<file path="src/include/caf_regs.svh">
// Register offsets, reset values and field layout of the filter block.
// Assumes 32-bit AXI4-Lite words; offsets are byte addresses.
`ifndef CAF_REGS_SVH
`define CAF_REGS_SVH
`define CAF_OFF_FLTCTL5 8'h00
`define CAF_OFF_MASK_BASE 8'h10
`define CAF_OFF_FID_BASE 8'h20
`define CAF_OFF_STATUS 8'h30
`define CAF_OFF_GROUP_MASK 8'hF0
`define CAF_FLT_FIRST 5'h14
`define CAF_ON_BIT 7
`define CAF_MSEL_LSB 5
`define CAF_FSEL_LSB 0
`define CAF_BANK_RST 32'h00000000
`define CAF_ID_RST 11'h000
`define CAF_RESP_OKAY 2'h0
`define CAF_RESP_SLVERR 2'h2
`endif

</file>
<file path="src/include/caf_pkg.sv">
// Types shared by the acceptance filter configuration block.
// Assumes standard 11-bit CAN identifiers.
package caf_pkg;
  typedef logic [10:0] caf_id_t;
  // One byte per filter: on at bit 7, mask choice 6:5, FIFO choice 4:0
  typedef struct packed {
    logic on;
    logic [1:0] mask_choice;
    logic [4:0] fifo_choice;
  } caf_filt_t;
  typedef caf_filt_t [3:0] caf_bank_t;
  typedef caf_id_t [3:0] caf_idarr_t;
endpackage

</file>
<file path="src/include/caf_ifs.sv">
// Interfaces between the register slave, the register core and matcher.
// Assumes everything runs on ref_clk.
`timescale 1ns/1ns
interface caf_regbus_if;
  logic wr_en;
  logic [7:0] wr_addr;
  logic [31:0] wr_data;
  logic [3:0] wr_strb;
  logic wr_ok;
  logic [7:0] rd_addr;
  logic [31:0] rd_data;
  logic rd_ok;
  modport bus (output wr_en, wr_addr, wr_data, wr_strb, rd_addr,
    input wr_ok, rd_data, rd_ok);
  modport regs (input wr_en, wr_addr, wr_data, wr_strb, rd_addr,
    output wr_ok, rd_data, rd_ok);
endinterface

interface caf_cfg_if;
  caf_pkg::caf_bank_t bank;
  caf_pkg::caf_idarr_t mask;
  caf_pkg::caf_idarr_t fid;
  modport src (output bank, mask, fid);
  modport sink (input bank, mask, fid);
endinterface

</file>
<file path="src/design/caf_axil_slave.sv">
// AXI4-Lite slave front end: takes one write and one read at a time.
// Assumes the register core decodes combinationally on the same clock.
`timescale 1ns/1ns
module caf_axil_slave
(
  input wire logic ref_clk,
  input wire logic rst,
  input wire logic [7:0] s_axi_awaddr,
  input wire logic s_axi_awvalid,
  output logic s_axi_awready,
  input wire logic [31:0] s_axi_wdata,
  input wire logic [3:0] s_axi_wstrb,
  input wire logic s_axi_wvalid,
  output logic s_axi_wready,
  output logic [1:0] s_axi_bresp,
  output logic s_axi_bvalid,
  input wire logic s_axi_bready,
  input wire logic [7:0] s_axi_araddr,
  input wire logic s_axi_arvalid,
  output logic s_axi_arready,
  output logic [31:0] s_axi_rdata,
  output logic [1:0] s_axi_rresp,
  output logic s_axi_rvalid,
  input wire logic s_axi_rready,
  caf_regbus_if.bus rb
);
  import caf_pkg::*;
  `include "caf_regs.svh"

  typedef struct packed {
    logic awready;
    logic wready;
    logic aw_got;
    logic w_got;
    logic [7:0] awaddr;
    logic [31:0] wdata;
    logic [3:0] wstrb;
    logic bvalid;
    logic [1:0] bresp;
    logic arready;
    logic rd_pend;
    logic [7:0] araddr;
    logic rvalid;
    logic [31:0] rdata;
    logic [1:0] rresp;
  } caf_axs_t;

  caf_axs_t q;
  caf_axs_t d;
  logic wr_fire;

  // Address and data may arrive in either order; commit once both held
  assign wr_fire = q.aw_got && q.w_got && !q.bvalid;
  assign rb.wr_en = wr_fire;
  assign rb.wr_addr = q.awaddr;
  assign rb.wr_data = q.wdata;
  assign rb.wr_strb = q.wstrb;
  assign rb.rd_addr = q.araddr;

  // Channel handshakes and response generation
  always_comb
  begin
    d = q;
    if (s_axi_awvalid && q.awready)
    begin
      d.aw_got = 1'b1;
      d.awaddr = s_axi_awaddr;
    end
    if (s_axi_wvalid && q.wready)
    begin
      d.w_got = 1'b1;
      d.wdata = s_axi_wdata;
      d.wstrb = s_axi_wstrb;
    end
    if (wr_fire)
    begin
      d.aw_got = 1'b0;
      d.w_got = 1'b0;
      d.bvalid = 1'b1;
      d.bresp = rb.wr_ok ? `CAF_RESP_OKAY : `CAF_RESP_SLVERR;
    end
    else if (q.bvalid && s_axi_bready)
      d.bvalid = 1'b0;
    // Readies are registered, so they drop the cycle after a capture
    d.awready = !d.aw_got && !d.bvalid;
    d.wready = !d.w_got && !d.bvalid;
    if (s_axi_arvalid && q.arready)
    begin
      d.rd_pend = 1'b1;
      d.araddr = s_axi_araddr;
    end
    if (q.rd_pend && !q.rvalid)
    begin
      d.rd_pend = 1'b0;
      d.rvalid = 1'b1;
      d.rdata = rb.rd_data;
      d.rresp = rb.rd_ok ? `CAF_RESP_OKAY : `CAF_RESP_SLVERR;
    end
    else if (q.rvalid && s_axi_rready)
      d.rvalid = 1'b0;
    d.arready = !d.rd_pend && !d.rvalid;
  end

  // State register
  always_ff @(posedge ref_clk)
  begin
    if (rst)
      q <= '0;
    else
      q <= d;
  end

  assign s_axi_awready = q.awready;
  assign s_axi_wready = q.wready;
  assign s_axi_bvalid = q.bvalid;
  assign s_axi_bresp = q.bresp;
  assign s_axi_arready = q.arready;
  assign s_axi_rvalid = q.rvalid;
  assign s_axi_rdata = q.rdata;
  assign s_axi_rresp = q.rresp;
endmodule

</file>
<file path="src/design/caf_filter_cfg.sv">
// Acceptance filter configuration for filters 20 to 23 of a CAN receiver,
// with masks, filter identifiers and the frame routing decision.
// Assumes an AXI4-Lite master on ref_clk and receive logic that strobes
// each received identifier for one ref_clk cycle.
// Summary of operation
// RULE1 - Each filter has an on bit; off filters never match.
// RULE2 - Two-bit mask choice picks acceptance mask 0 to 3.
// RULE3 - Five-bit FIFO choice names the FIFO 0 to 31 for matches.
// RULE4 - Mask and FIFO choices change only while the filter is off.
// RULE5 - Filter control bank five holds filters 20 to 23 fields.
// RULE6 - Enabled filters compare ID under mask and route frames to FIFO.
`timescale 1ns/1ns
module caf_filter_cfg
(
  input wire logic ref_clk,
  input wire logic rst,
  input wire logic [7:0] s_axi_awaddr,
  input wire logic s_axi_awvalid,
  output logic s_axi_awready,
  input wire logic [31:0] s_axi_wdata,
  input wire logic [3:0] s_axi_wstrb,
  input wire logic s_axi_wvalid,
  output logic s_axi_wready,
  output logic [1:0] s_axi_bresp,
  output logic s_axi_bvalid,
  input wire logic s_axi_bready,
  input wire logic [7:0] s_axi_araddr,
  input wire logic s_axi_arvalid,
  output logic s_axi_arready,
  output logic [31:0] s_axi_rdata,
  output logic [1:0] s_axi_rresp,
  output logic s_axi_rvalid,
  input wire logic s_axi_rready,
  input wire logic frame_valid,
  input wire caf_pkg::caf_id_t frame_id,
  output logic route_valid,
  output logic [4:0] route_filter,
  output logic [4:0] route_fifo,
  output logic [1:0] route_mask
);
  import caf_pkg::*;
  `include "caf_regs.svh"

  typedef struct packed {
    caf_bank_t bank;
    caf_idarr_t mask;
    caf_idarr_t fid;
  } caf_core_t;

  caf_core_t q;
  caf_core_t d;
  logic [15:0] hit_count;

  caf_regbus_if rb ();
  caf_cfg_if cfg ();

  caf_axil_slave u_slave
  (
    .ref_clk(ref_clk),
    .rst(rst),
    .s_axi_awaddr(s_axi_awaddr),
    .s_axi_awvalid(s_axi_awvalid),
    .s_axi_awready(s_axi_awready),
    .s_axi_wdata(s_axi_wdata),
    .s_axi_wstrb(s_axi_wstrb),
    .s_axi_wvalid(s_axi_wvalid),
    .s_axi_wready(s_axi_wready),
    .s_axi_bresp(s_axi_bresp),
    .s_axi_bvalid(s_axi_bvalid),
    .s_axi_bready(s_axi_bready),
    .s_axi_araddr(s_axi_araddr),
    .s_axi_arvalid(s_axi_arvalid),
    .s_axi_arready(s_axi_arready),
    .s_axi_rdata(s_axi_rdata),
    .s_axi_rresp(s_axi_rresp),
    .s_axi_rvalid(s_axi_rvalid),
    .s_axi_rready(s_axi_rready),
    .rb(rb.bus)
  );

  caf_match u_match
  (
    .ref_clk(ref_clk),
    .rst(rst),
    .cfg(cfg.sink),
    .frame_valid(frame_valid),
    .frame_id(frame_id),
    .route_valid(route_valid),
    .route_filter(route_filter),
    .route_fifo(route_fifo),
    .route_mask(route_mask),
    .hit_count(hit_count)
  );

  // Live configuration seen by the matcher
  assign cfg.bank = q.bank;
  assign cfg.mask = q.mask;
  assign cfg.fid = q.fid;

  // Register writes and read decode
  always_comb
  begin
    logic [7:0] grp;
    logic [7:0] lane;
    logic [1:0] idx;
    logic wgrp_ok;
    logic rgrp_ok;
    grp = rb.wr_addr & `CAF_OFF_GROUP_MASK;
    idx = rb.wr_addr[3:2];
    lane = 8'h00;
    wgrp_ok = 1'b0;
    rgrp_ok = 1'b0;
    d = q;
    wgrp_ok = (rb.wr_addr[1:0] == 2'h0) &&
      ((rb.wr_addr == `CAF_OFF_FLTCTL5) ||
      (grp == `CAF_OFF_MASK_BASE) || (grp == `CAF_OFF_FID_BASE) ||
      (rb.wr_addr == `CAF_OFF_STATUS));
    rb.wr_ok = wgrp_ok;
    if (rb.wr_en && (rb.wr_addr == `CAF_OFF_FLTCTL5))
    begin
      // One byte lane per filter; lanes 0 and 1 carry filters 20, 21
      for (int i = 0; i < 4; i++)
        if (rb.wr_strb[i])
        begin
          lane = rb.wr_data[8*i +: 8];
          d.bank[i].on = lane[`CAF_ON_BIT]; // RULE1 RULE5
          // Choices are frozen while this filter is on; the on bit
          // itself still writes so software can turn it off first
          if (!q.bank[i].on) // RULE4
          begin
            d.bank[i].mask_choice = lane[`CAF_MSEL_LSB +: 2]; // RULE2
            d.bank[i].fifo_choice = lane[`CAF_FSEL_LSB +: 5]; // RULE3
          end
        end
    end
    // Unaligned hits inside a group answer SLVERR and must not write
    else if (rb.wr_en && wgrp_ok && (grp == `CAF_OFF_MASK_BASE))
    begin
      if (rb.wr_strb[0])
        d.mask[idx][7:0] = rb.wr_data[7:0];
      if (rb.wr_strb[1])
        d.mask[idx][10:8] = rb.wr_data[10:8];
    end
    else if (rb.wr_en && wgrp_ok && (grp == `CAF_OFF_FID_BASE))
    begin
      if (rb.wr_strb[0])
        d.fid[idx][7:0] = rb.wr_data[7:0];
      if (rb.wr_strb[1])
        d.fid[idx][10:8] = rb.wr_data[10:8];
    end
    // Read side; status is read only and ignores writes
    grp = rb.rd_addr & `CAF_OFF_GROUP_MASK;
    idx = rb.rd_addr[3:2];
    rgrp_ok = (rb.rd_addr[1:0] == 2'h0);
    rb.rd_data = 32'h00000000;
    rb.rd_ok = 1'b0;
    if (rgrp_ok && (rb.rd_addr == `CAF_OFF_FLTCTL5))
    begin
      rb.rd_data = q.bank;
      rb.rd_ok = 1'b1;
    end
    else if (rgrp_ok && (grp == `CAF_OFF_MASK_BASE))
    begin
      rb.rd_data = {21'h000000, q.mask[idx]};
      rb.rd_ok = 1'b1;
    end
    else if (rgrp_ok && (grp == `CAF_OFF_FID_BASE))
    begin
      rb.rd_data = {21'h000000, q.fid[idx]};
      rb.rd_ok = 1'b1;
    end
    else if (rgrp_ok && (rb.rd_addr == `CAF_OFF_STATUS))
    begin
      rb.rd_data = {hit_count, 4'h0, route_mask, route_fifo, route_filter};
      rb.rd_ok = 1'b1;
    end
  end

  // Configuration register; everything off and zero after reset
  always_ff @(posedge ref_clk)
  begin
    if (rst)
    begin
      q.bank <= `CAF_BANK_RST;
      q.mask <= '0;
      q.fid <= '0;
    end
    else
      q <= d;
  end
endmodule

</file>
<file path="src/design/caf_match.sv">
// Acceptance matcher for filters 20 to 23 and the routing decision.
// Assumes frame strobes come from receive logic on ref_clk.
`timescale 1ns/1ns
module caf_match
(
  input wire logic ref_clk,
  input wire logic rst,
  caf_cfg_if.sink cfg,
  input wire logic frame_valid,
  input wire caf_pkg::caf_id_t frame_id,
  output logic route_valid,
  output logic [4:0] route_filter,
  output logic [4:0] route_fifo,
  output logic [1:0] route_mask,
  output logic [15:0] hit_count
);
  import caf_pkg::*;
  `include "caf_regs.svh"

  typedef struct packed {
    logic valid;
    logic [4:0] filt;
    logic [4:0] fifo;
    logic [1:0] mask;
    logic [15:0] count;
  } caf_mst_t;

  caf_mst_t q;
  caf_mst_t d;
  logic [3:0] hit;

  // Per filter compare under its chosen mask; a 1 in a mask bit compares
  for (genvar i = 0; i < 4; i++)
  begin : g_cmp
    assign hit[i] = cfg.bank[i].on && // RULE1
      (((frame_id ^ cfg.fid[i]) &
      cfg.mask[cfg.bank[i].mask_choice]) == `CAF_ID_RST); // RULE2 RULE6
  end

  // Lowest numbered matching filter wins, one route per frame
  always_comb
  begin
    d = q;
    d.valid = 1'b0;
    if (frame_valid && (hit != 4'h0))
    begin
      d.valid = 1'b1;
      d.count = q.count + 16'h0001;
      for (int i = 3; i >= 0; i--)
        if (hit[i])
        begin
          d.filt = `CAF_FLT_FIRST + 5'(i);
          d.fifo = cfg.bank[i].fifo_choice; // RULE3 RULE6
          d.mask = cfg.bank[i].mask_choice;
        end
    end
  end

  // State register
  always_ff @(posedge ref_clk)
  begin
    if (rst)
      q <= '0;
    else
      q <= d;
  end

  assign route_valid = q.valid;
  assign route_filter = q.filt;
  assign route_fifo = q.fifo;
  assign route_mask = q.mask;
  assign hit_count = q.count;
endmodule

</file>
<file path="config.mk">
export PLATFORM = sky130hd
export DESIGN_NAME = caf_filter_cfg
export DESIGN_NICKNAME = d
export VERILOG_FILES = /design/src/include/caf_pkg.sv /design/src/include/caf_ifs.sv /design/src/design/caf_axil_slave.sv /design/src/design/caf_filter_cfg.sv /design/src/design/caf_match.sv
export VERILOG_INCLUDE_DIRS = /design/src /design/src/include
export SDC_FILE = /design/constraint.sdc
export NUM_CORES = 1
export LEC_CHECK = 0
export BUFFER_PORTS_ARGS = -buffer_cell sky130_fd_sc_hd__buf_4
export CORE_MARGIN = 2
export CORE_UTILIZATION = 39
export DETAILED_ROUTE_END_ITERATION = 12
export PLACE_DENSITY_LB_ADDON = 0.05
export RECOVER_POWER = 100
export SYNTH_ARGS = -nofsm -noshare
export SYNTH_HDL_FRONTEND = slang
export SYNTH_SLANG_ARGS = --single-unit
</file>
<file path="constraint.sdc">
create_clock -name ref_clk -period 3.75 [get_ports ref_clk]
set_input_delay 0.75 -clock ref_clk [delete_from_list [all_inputs] [get_ports ref_clk]]
set_output_delay 0.75 -clock ref_clk [all_outputs]
set_load 0.05 [all_outputs]
</file>
==> results <==
- The flow ran to the end, but the final reports show violations.
- The final reports fail on capacitance limit, slew limit.
- The tool flagged a number of max-cap violations equal to 3.
- The overall via count from detail_route is 10600.
- The remaining max-slew budget at the tightest pin is -0.118.
- The congestion estimate from routability-driven global placement came to 0.938.
- The cell area after synthesis is ~12000 um2.
- The post-place instance area is between 10000 and 15000 um2.
- The startpoint kind of the worst setup timing path is a register.
- In the routed design, unresolved DRC markers number 0.
- Of the total power, the share spent switching nets is 0.259.
- After detailed routing, the number of vias per cell comes to between 5 and 6.
- The minimum period implied by the final worst setup slack is around 3400 ps.
- The achievable frequency is 297 MHz.
- The wire length after detailed routing is 40400 um.
- The number of rows in the core area is 64.
- The level count of the clock H-tree is 1.
- The CTS clock-pin slew for the worst setup and hold paths is roughly 60 ps.
- The final instance area is 13800 um2.
- The floorplan core area is 30600 um2.
- The most used flip-flop cell after synthesis is sky130_fd_sc_hd__dfxtp_1.
- For the worst setup path, the data arrival time is 3800 ps.
- The path type of the worst min-delay path is primary input to register.
- After synthesis, the mean cell area works out to ~8.6 um2.
- The switching power of the nets is 1.57 mW.
- Of the total power, the clock network draws 0.468.
- Once detail routing completed, the nets flagged for antenna violations numbered 0.
- The number of slew-limit violations in the final report was 72.
- The category of the critical setup timing path is register to register.
- Hold repair after CTS inserted 0 buffers.
- The number of nets in the layout is 1508.
- The global-route usage over all layers is 0.243.
- The minimum setup slack after placement is 478 ps.
- The die outline area is 32600 um2.
- The count of buffers from port buffering is 121.
- At the later pin of the worst-skew pair, clock insertion delay measures 550 ps.
- In the synthesized netlist, the number of instances is ~1400.
- The residual overflow from global routing is 0.
- The mean routed wirelength per cell is 21.8 um.
- In this run the worst path has a maximum fanout of 16.
- The number of buffers added by the clock tree synthesis step is 29.
- The clock root buffer is sky130_fd_sc_hd__clkbuf_16.
- The global-route wire length before repair is 62300 um.
- The buffer levels on the longest clock path is 3.
- The worst clock skew on the final layout is 12.2 ps.
- The register share of total power is 0.445.
- Setup repair after global routing left no endpoint under its margin.
- The library cell used most frequently in the layout, excluding fill and tap cells, is sky130_fd_sc_hd__nand2_1.
- Entering global routing, the biggest net connects approximately 150 pins.
- CTS saw 241 sinks.
- The number of warnings reported in the yosys synthesis log is 0.
- The sequential element share of the synthesized area is 0.397.
- In this run, post-CTS repair resized a total of 0 instances.
- The initial antenna violation count came to 0.
- Cell internal power was estimated by the tool at 4.48 mW.
- Counting flops and latches in the post-synthesis netlist gives 241.
- Of the available clock period, the critical path in the final layout requires 0.899.
- The number of top-level design ports is 125.
- The die is between 150 and 200 um tall.
- After the first detailed-routing iteration, the DRC count stood at about 960.
- The count of different cell masters after synthesis is 61.
- Of the total power, combinational logic draws 0.088.
- The peak supply drop is 375 uV.
- The worst setup slack after layout is 380 ps.
- The CTS tree is done.
- The total of endpoints with negative setup slack in the final report is 0.
- The area share of the largest cell type after synthesis is 0.397.
- The actual transition at the worst max-transition pin is roughly 1700 ps.
- At the worst endpoint, the required time is 4180 ps.
- The floorplan step set the die width to 180 um.
- The number of global-route vias before repair came to 10100.
- The count of endpoints failing hold in the final timing report is 0.
- By area the synthesized netlist is led by sky130_fd_sc_hd__dfxtp_1 40%, sky130_fd_sc_hd__mux4_2 12%, sky130_fd_sc_hd__nand2_1 8.8%, sky130_fd_sc_hd__a21oi_1 7.9%, sky130_fd_sc_hd__o21ai_0 4.2%.
- For this design the static power due to leakage is 4.67 nW.
- The worst setup path is captured at a register.
- The biggest area consumer among synthesized cells is sky130_fd_sc_hd__dfxtp_1.
- The post-CTS setup buffer count is 0.
- The number of synthesized flops with an enable pin is 0.
- In the layout the commonest cells are 284 x sky130_fd_sc_hd__nand2_1, 241 x sky130_fd_sc_hd__dfxtp_1, 192 x sky130_fd_sc_hd__a21oi_1, 102 x sky130_fd_sc_hd__o21ai_0, 91 x sky130_fd_sc_hd__buf_4.
- The post-DP HPWL is roughly 28000 um.
- For the final routed database, the setup TNS stands at 0 ps.
- The share of cells above drive strength 1 is 0.152.
- Relative to the synthesized area, the layout overhead comes to 13.6%.
- The fill cell instance count of the final layout is 3131.
- The total iterations of the first detailed-routing run is 5.
- After synthesis, the share of flip-flops with an asynchronous set or reset is 0.
- The initial core utilization is 0.397.
- Power spread over the standard cell area amounts to 439 nW/um2.
[per-layer routing]
metal  wire (um)  share of wire  global-route usage
met1       19600           0.48               0.371
met2       16800           0.42               0.348
met3        2830          0.070              0.0471
met4        1180          0.029              0.0674
met5           0              0                   0
[area by class of cell]
cell class | instances | area, um2 | area share
diodes | 1 | 2.50 | 0.000182
clock buffers | 40 | 847 | 0.0615
clock inverters | 12 | 120 | 0.00871
inverters | 10 | 37.5 | 0.00272
multi-input cells | 1004 | 6540 | 0.474
flip-flops and latches | 241 | 4820 | 0.350
well taps | 396 | 495 | 0.0359
repair buffers | 150 | 922 | 0.0669
[worst max-delay path: stages, from the launching register on]
cell,delay (ps)
sky130_fd_sc_hd__dfxtp_1,740
sky130_fd_sc_hd__buf_4,270
sky130_fd_sc_hd__mux4_2,280
sky130_fd_sc_hd__a21boi_0,290
sky130_fd_sc_hd__nand4_2,190
sky130_fd_sc_hd__buf_4,230
sky130_fd_sc_hd__o32ai_1,230
sky130_fd_sc_hd__o21ai_0,580
sky130_fd_sc_hd__a221oi_1,440
[kinds of logic (layout without fill, tap and decap cells)]
group,Yosys count,count (layout),share of synthesized area
xor gates and xnor gates,45,45,0.0325
and+or+nand+nor,470,470,0.168
AOI/OAI and AO/OA,402,402,0.197
buffers and inverters,161,212,0.0656
DFF,241,241,0.397
adders and majority gates,1,1,0.00103
muxes,83,83,0.138
other,1,4,0.000309
[through the flow]
step / instances / hold WS [ps] / power, mW / utilization
after detailed placement: 1801 / 448 / 3.31 / 0.427
after global placement: 1801 / 442 / 3.31 / 0.427
final: 1854 / 446 / 6.05 / 0.451
after global routing: 1853 / 441 / 6.26 / 0.451
after floorplan: 1406 / 431 / 3.11 / -
after CTS: 1853 / 426 / 6.13 / 0.458
[sequential cells by signal (all words and copies together), names as in the netlist, 3 cells and up]
name,cells
cfg.bank,32
cfg.fid,44
cfg.mask,44
u_match.hit_count,16
u_match.route_fifo,5
u_match.route_filter,3
u_slave.q,3
u_slave.rb.rd_addr,8
u_slave.rb.wr_addr,8
u_slave.rb.wr_data,32
u_slave.rb.wr_strb,4
u_slave.s_axi_rdata,32
[cell usage after synthesis, types with 2 or more instances]
cell                       count
sky130_fd_sc_hd__buf_1         8
sky130_fd_sc_hd__o21ai_0     101
sky130_fd_sc_hd__nor2_1       70
sky130_fd_sc_hd__a22oi_1      34
sky130_fd_sc_hd__and2_1        4
sky130_fd_sc_hd__or3_1         3
sky130_fd_sc_hd__nor2b_1      18
sky130_fd_sc_hd__a21boi_0      2
sky130_fd_sc_hd__a22o_1        2
sky130_fd_sc_hd__mux2_1       15
sky130_fd_sc_hd__inv_1         9
sky130_fd_sc_hd__or4_1         2
sky130_fd_sc_hd__and4_1        2
sky130_fd_sc_hd__buf_2         9
sky130_fd_sc_hd__or2_1         4
sky130_fd_sc_hd__nand2b_1      4
sky130_fd_sc_hd__nor4_1        3
sky130_fd_sc_hd__nand3_1      26
sky130_fd_sc_hd__a21oi_1     191
sky130_fd_sc_hd__nand2_1     284
sky130_fd_sc_hd__or2_2         2
sky130_fd_sc_hd__a221oi_1     31
sky130_fd_sc_hd__buf_6         4
sky130_fd_sc_hd__a31oi_1       9
sky130_fd_sc_hd__a22oi_2       2
sky130_fd_sc_hd__xor2_1       44
sky130_fd_sc_hd__mux4_2       66
sky130_fd_sc_hd__mux2i_1       2
sky130_fd_sc_hd__clkbuf_1     90
sky130_fd_sc_hd__dfxtp_1     241
sky130_fd_sc_hd__buf_4        40
sky130_fd_sc_hd__a21boi_1      2
sky130_fd_sc_hd__nand4_1       5
sky130_fd_sc_hd__o311ai_1      7
sky130_fd_sc_hd__o21a_1        8
sky130_fd_sc_hd__and3_1        5
sky130_fd_sc_hd__nand3b_1      8
sky130_fd_sc_hd__a41oi_1       2
sky130_fd_sc_hd__nor3_1       23
[path summary, 6_finish.rpt]
kind | from | to | slack, ps | cells after the start
setup / recovery | cfg.bank[22] | u_match.route_fifo[2] | 380 | 8
setup reg to reg | cfg.bank[22] | u_match.route_fifo[2] | 380 | 8
hold reg to reg | u_slave.rb.wr_data[11] | u_slave.rb.wr_data[11] | 450 | 2
hold / removal | s_axi_araddr[7] | u_slave.rb.rd_addr[7] | 450 | 3
[power groups by stage]
stage,Sequential (mW),Clock [mW],Combinational (mW)
after CTS,2.69,2.88,0.568
after detailed placement,2.74,0,0.566
after global routing,2.70,2.99,0.574
after floorplan,2.72,0,0.392
after global placement,2.74,0,0.566
final,2.69,2.83,0.529
Note: power is estimated with default switching activity, not from simulation.
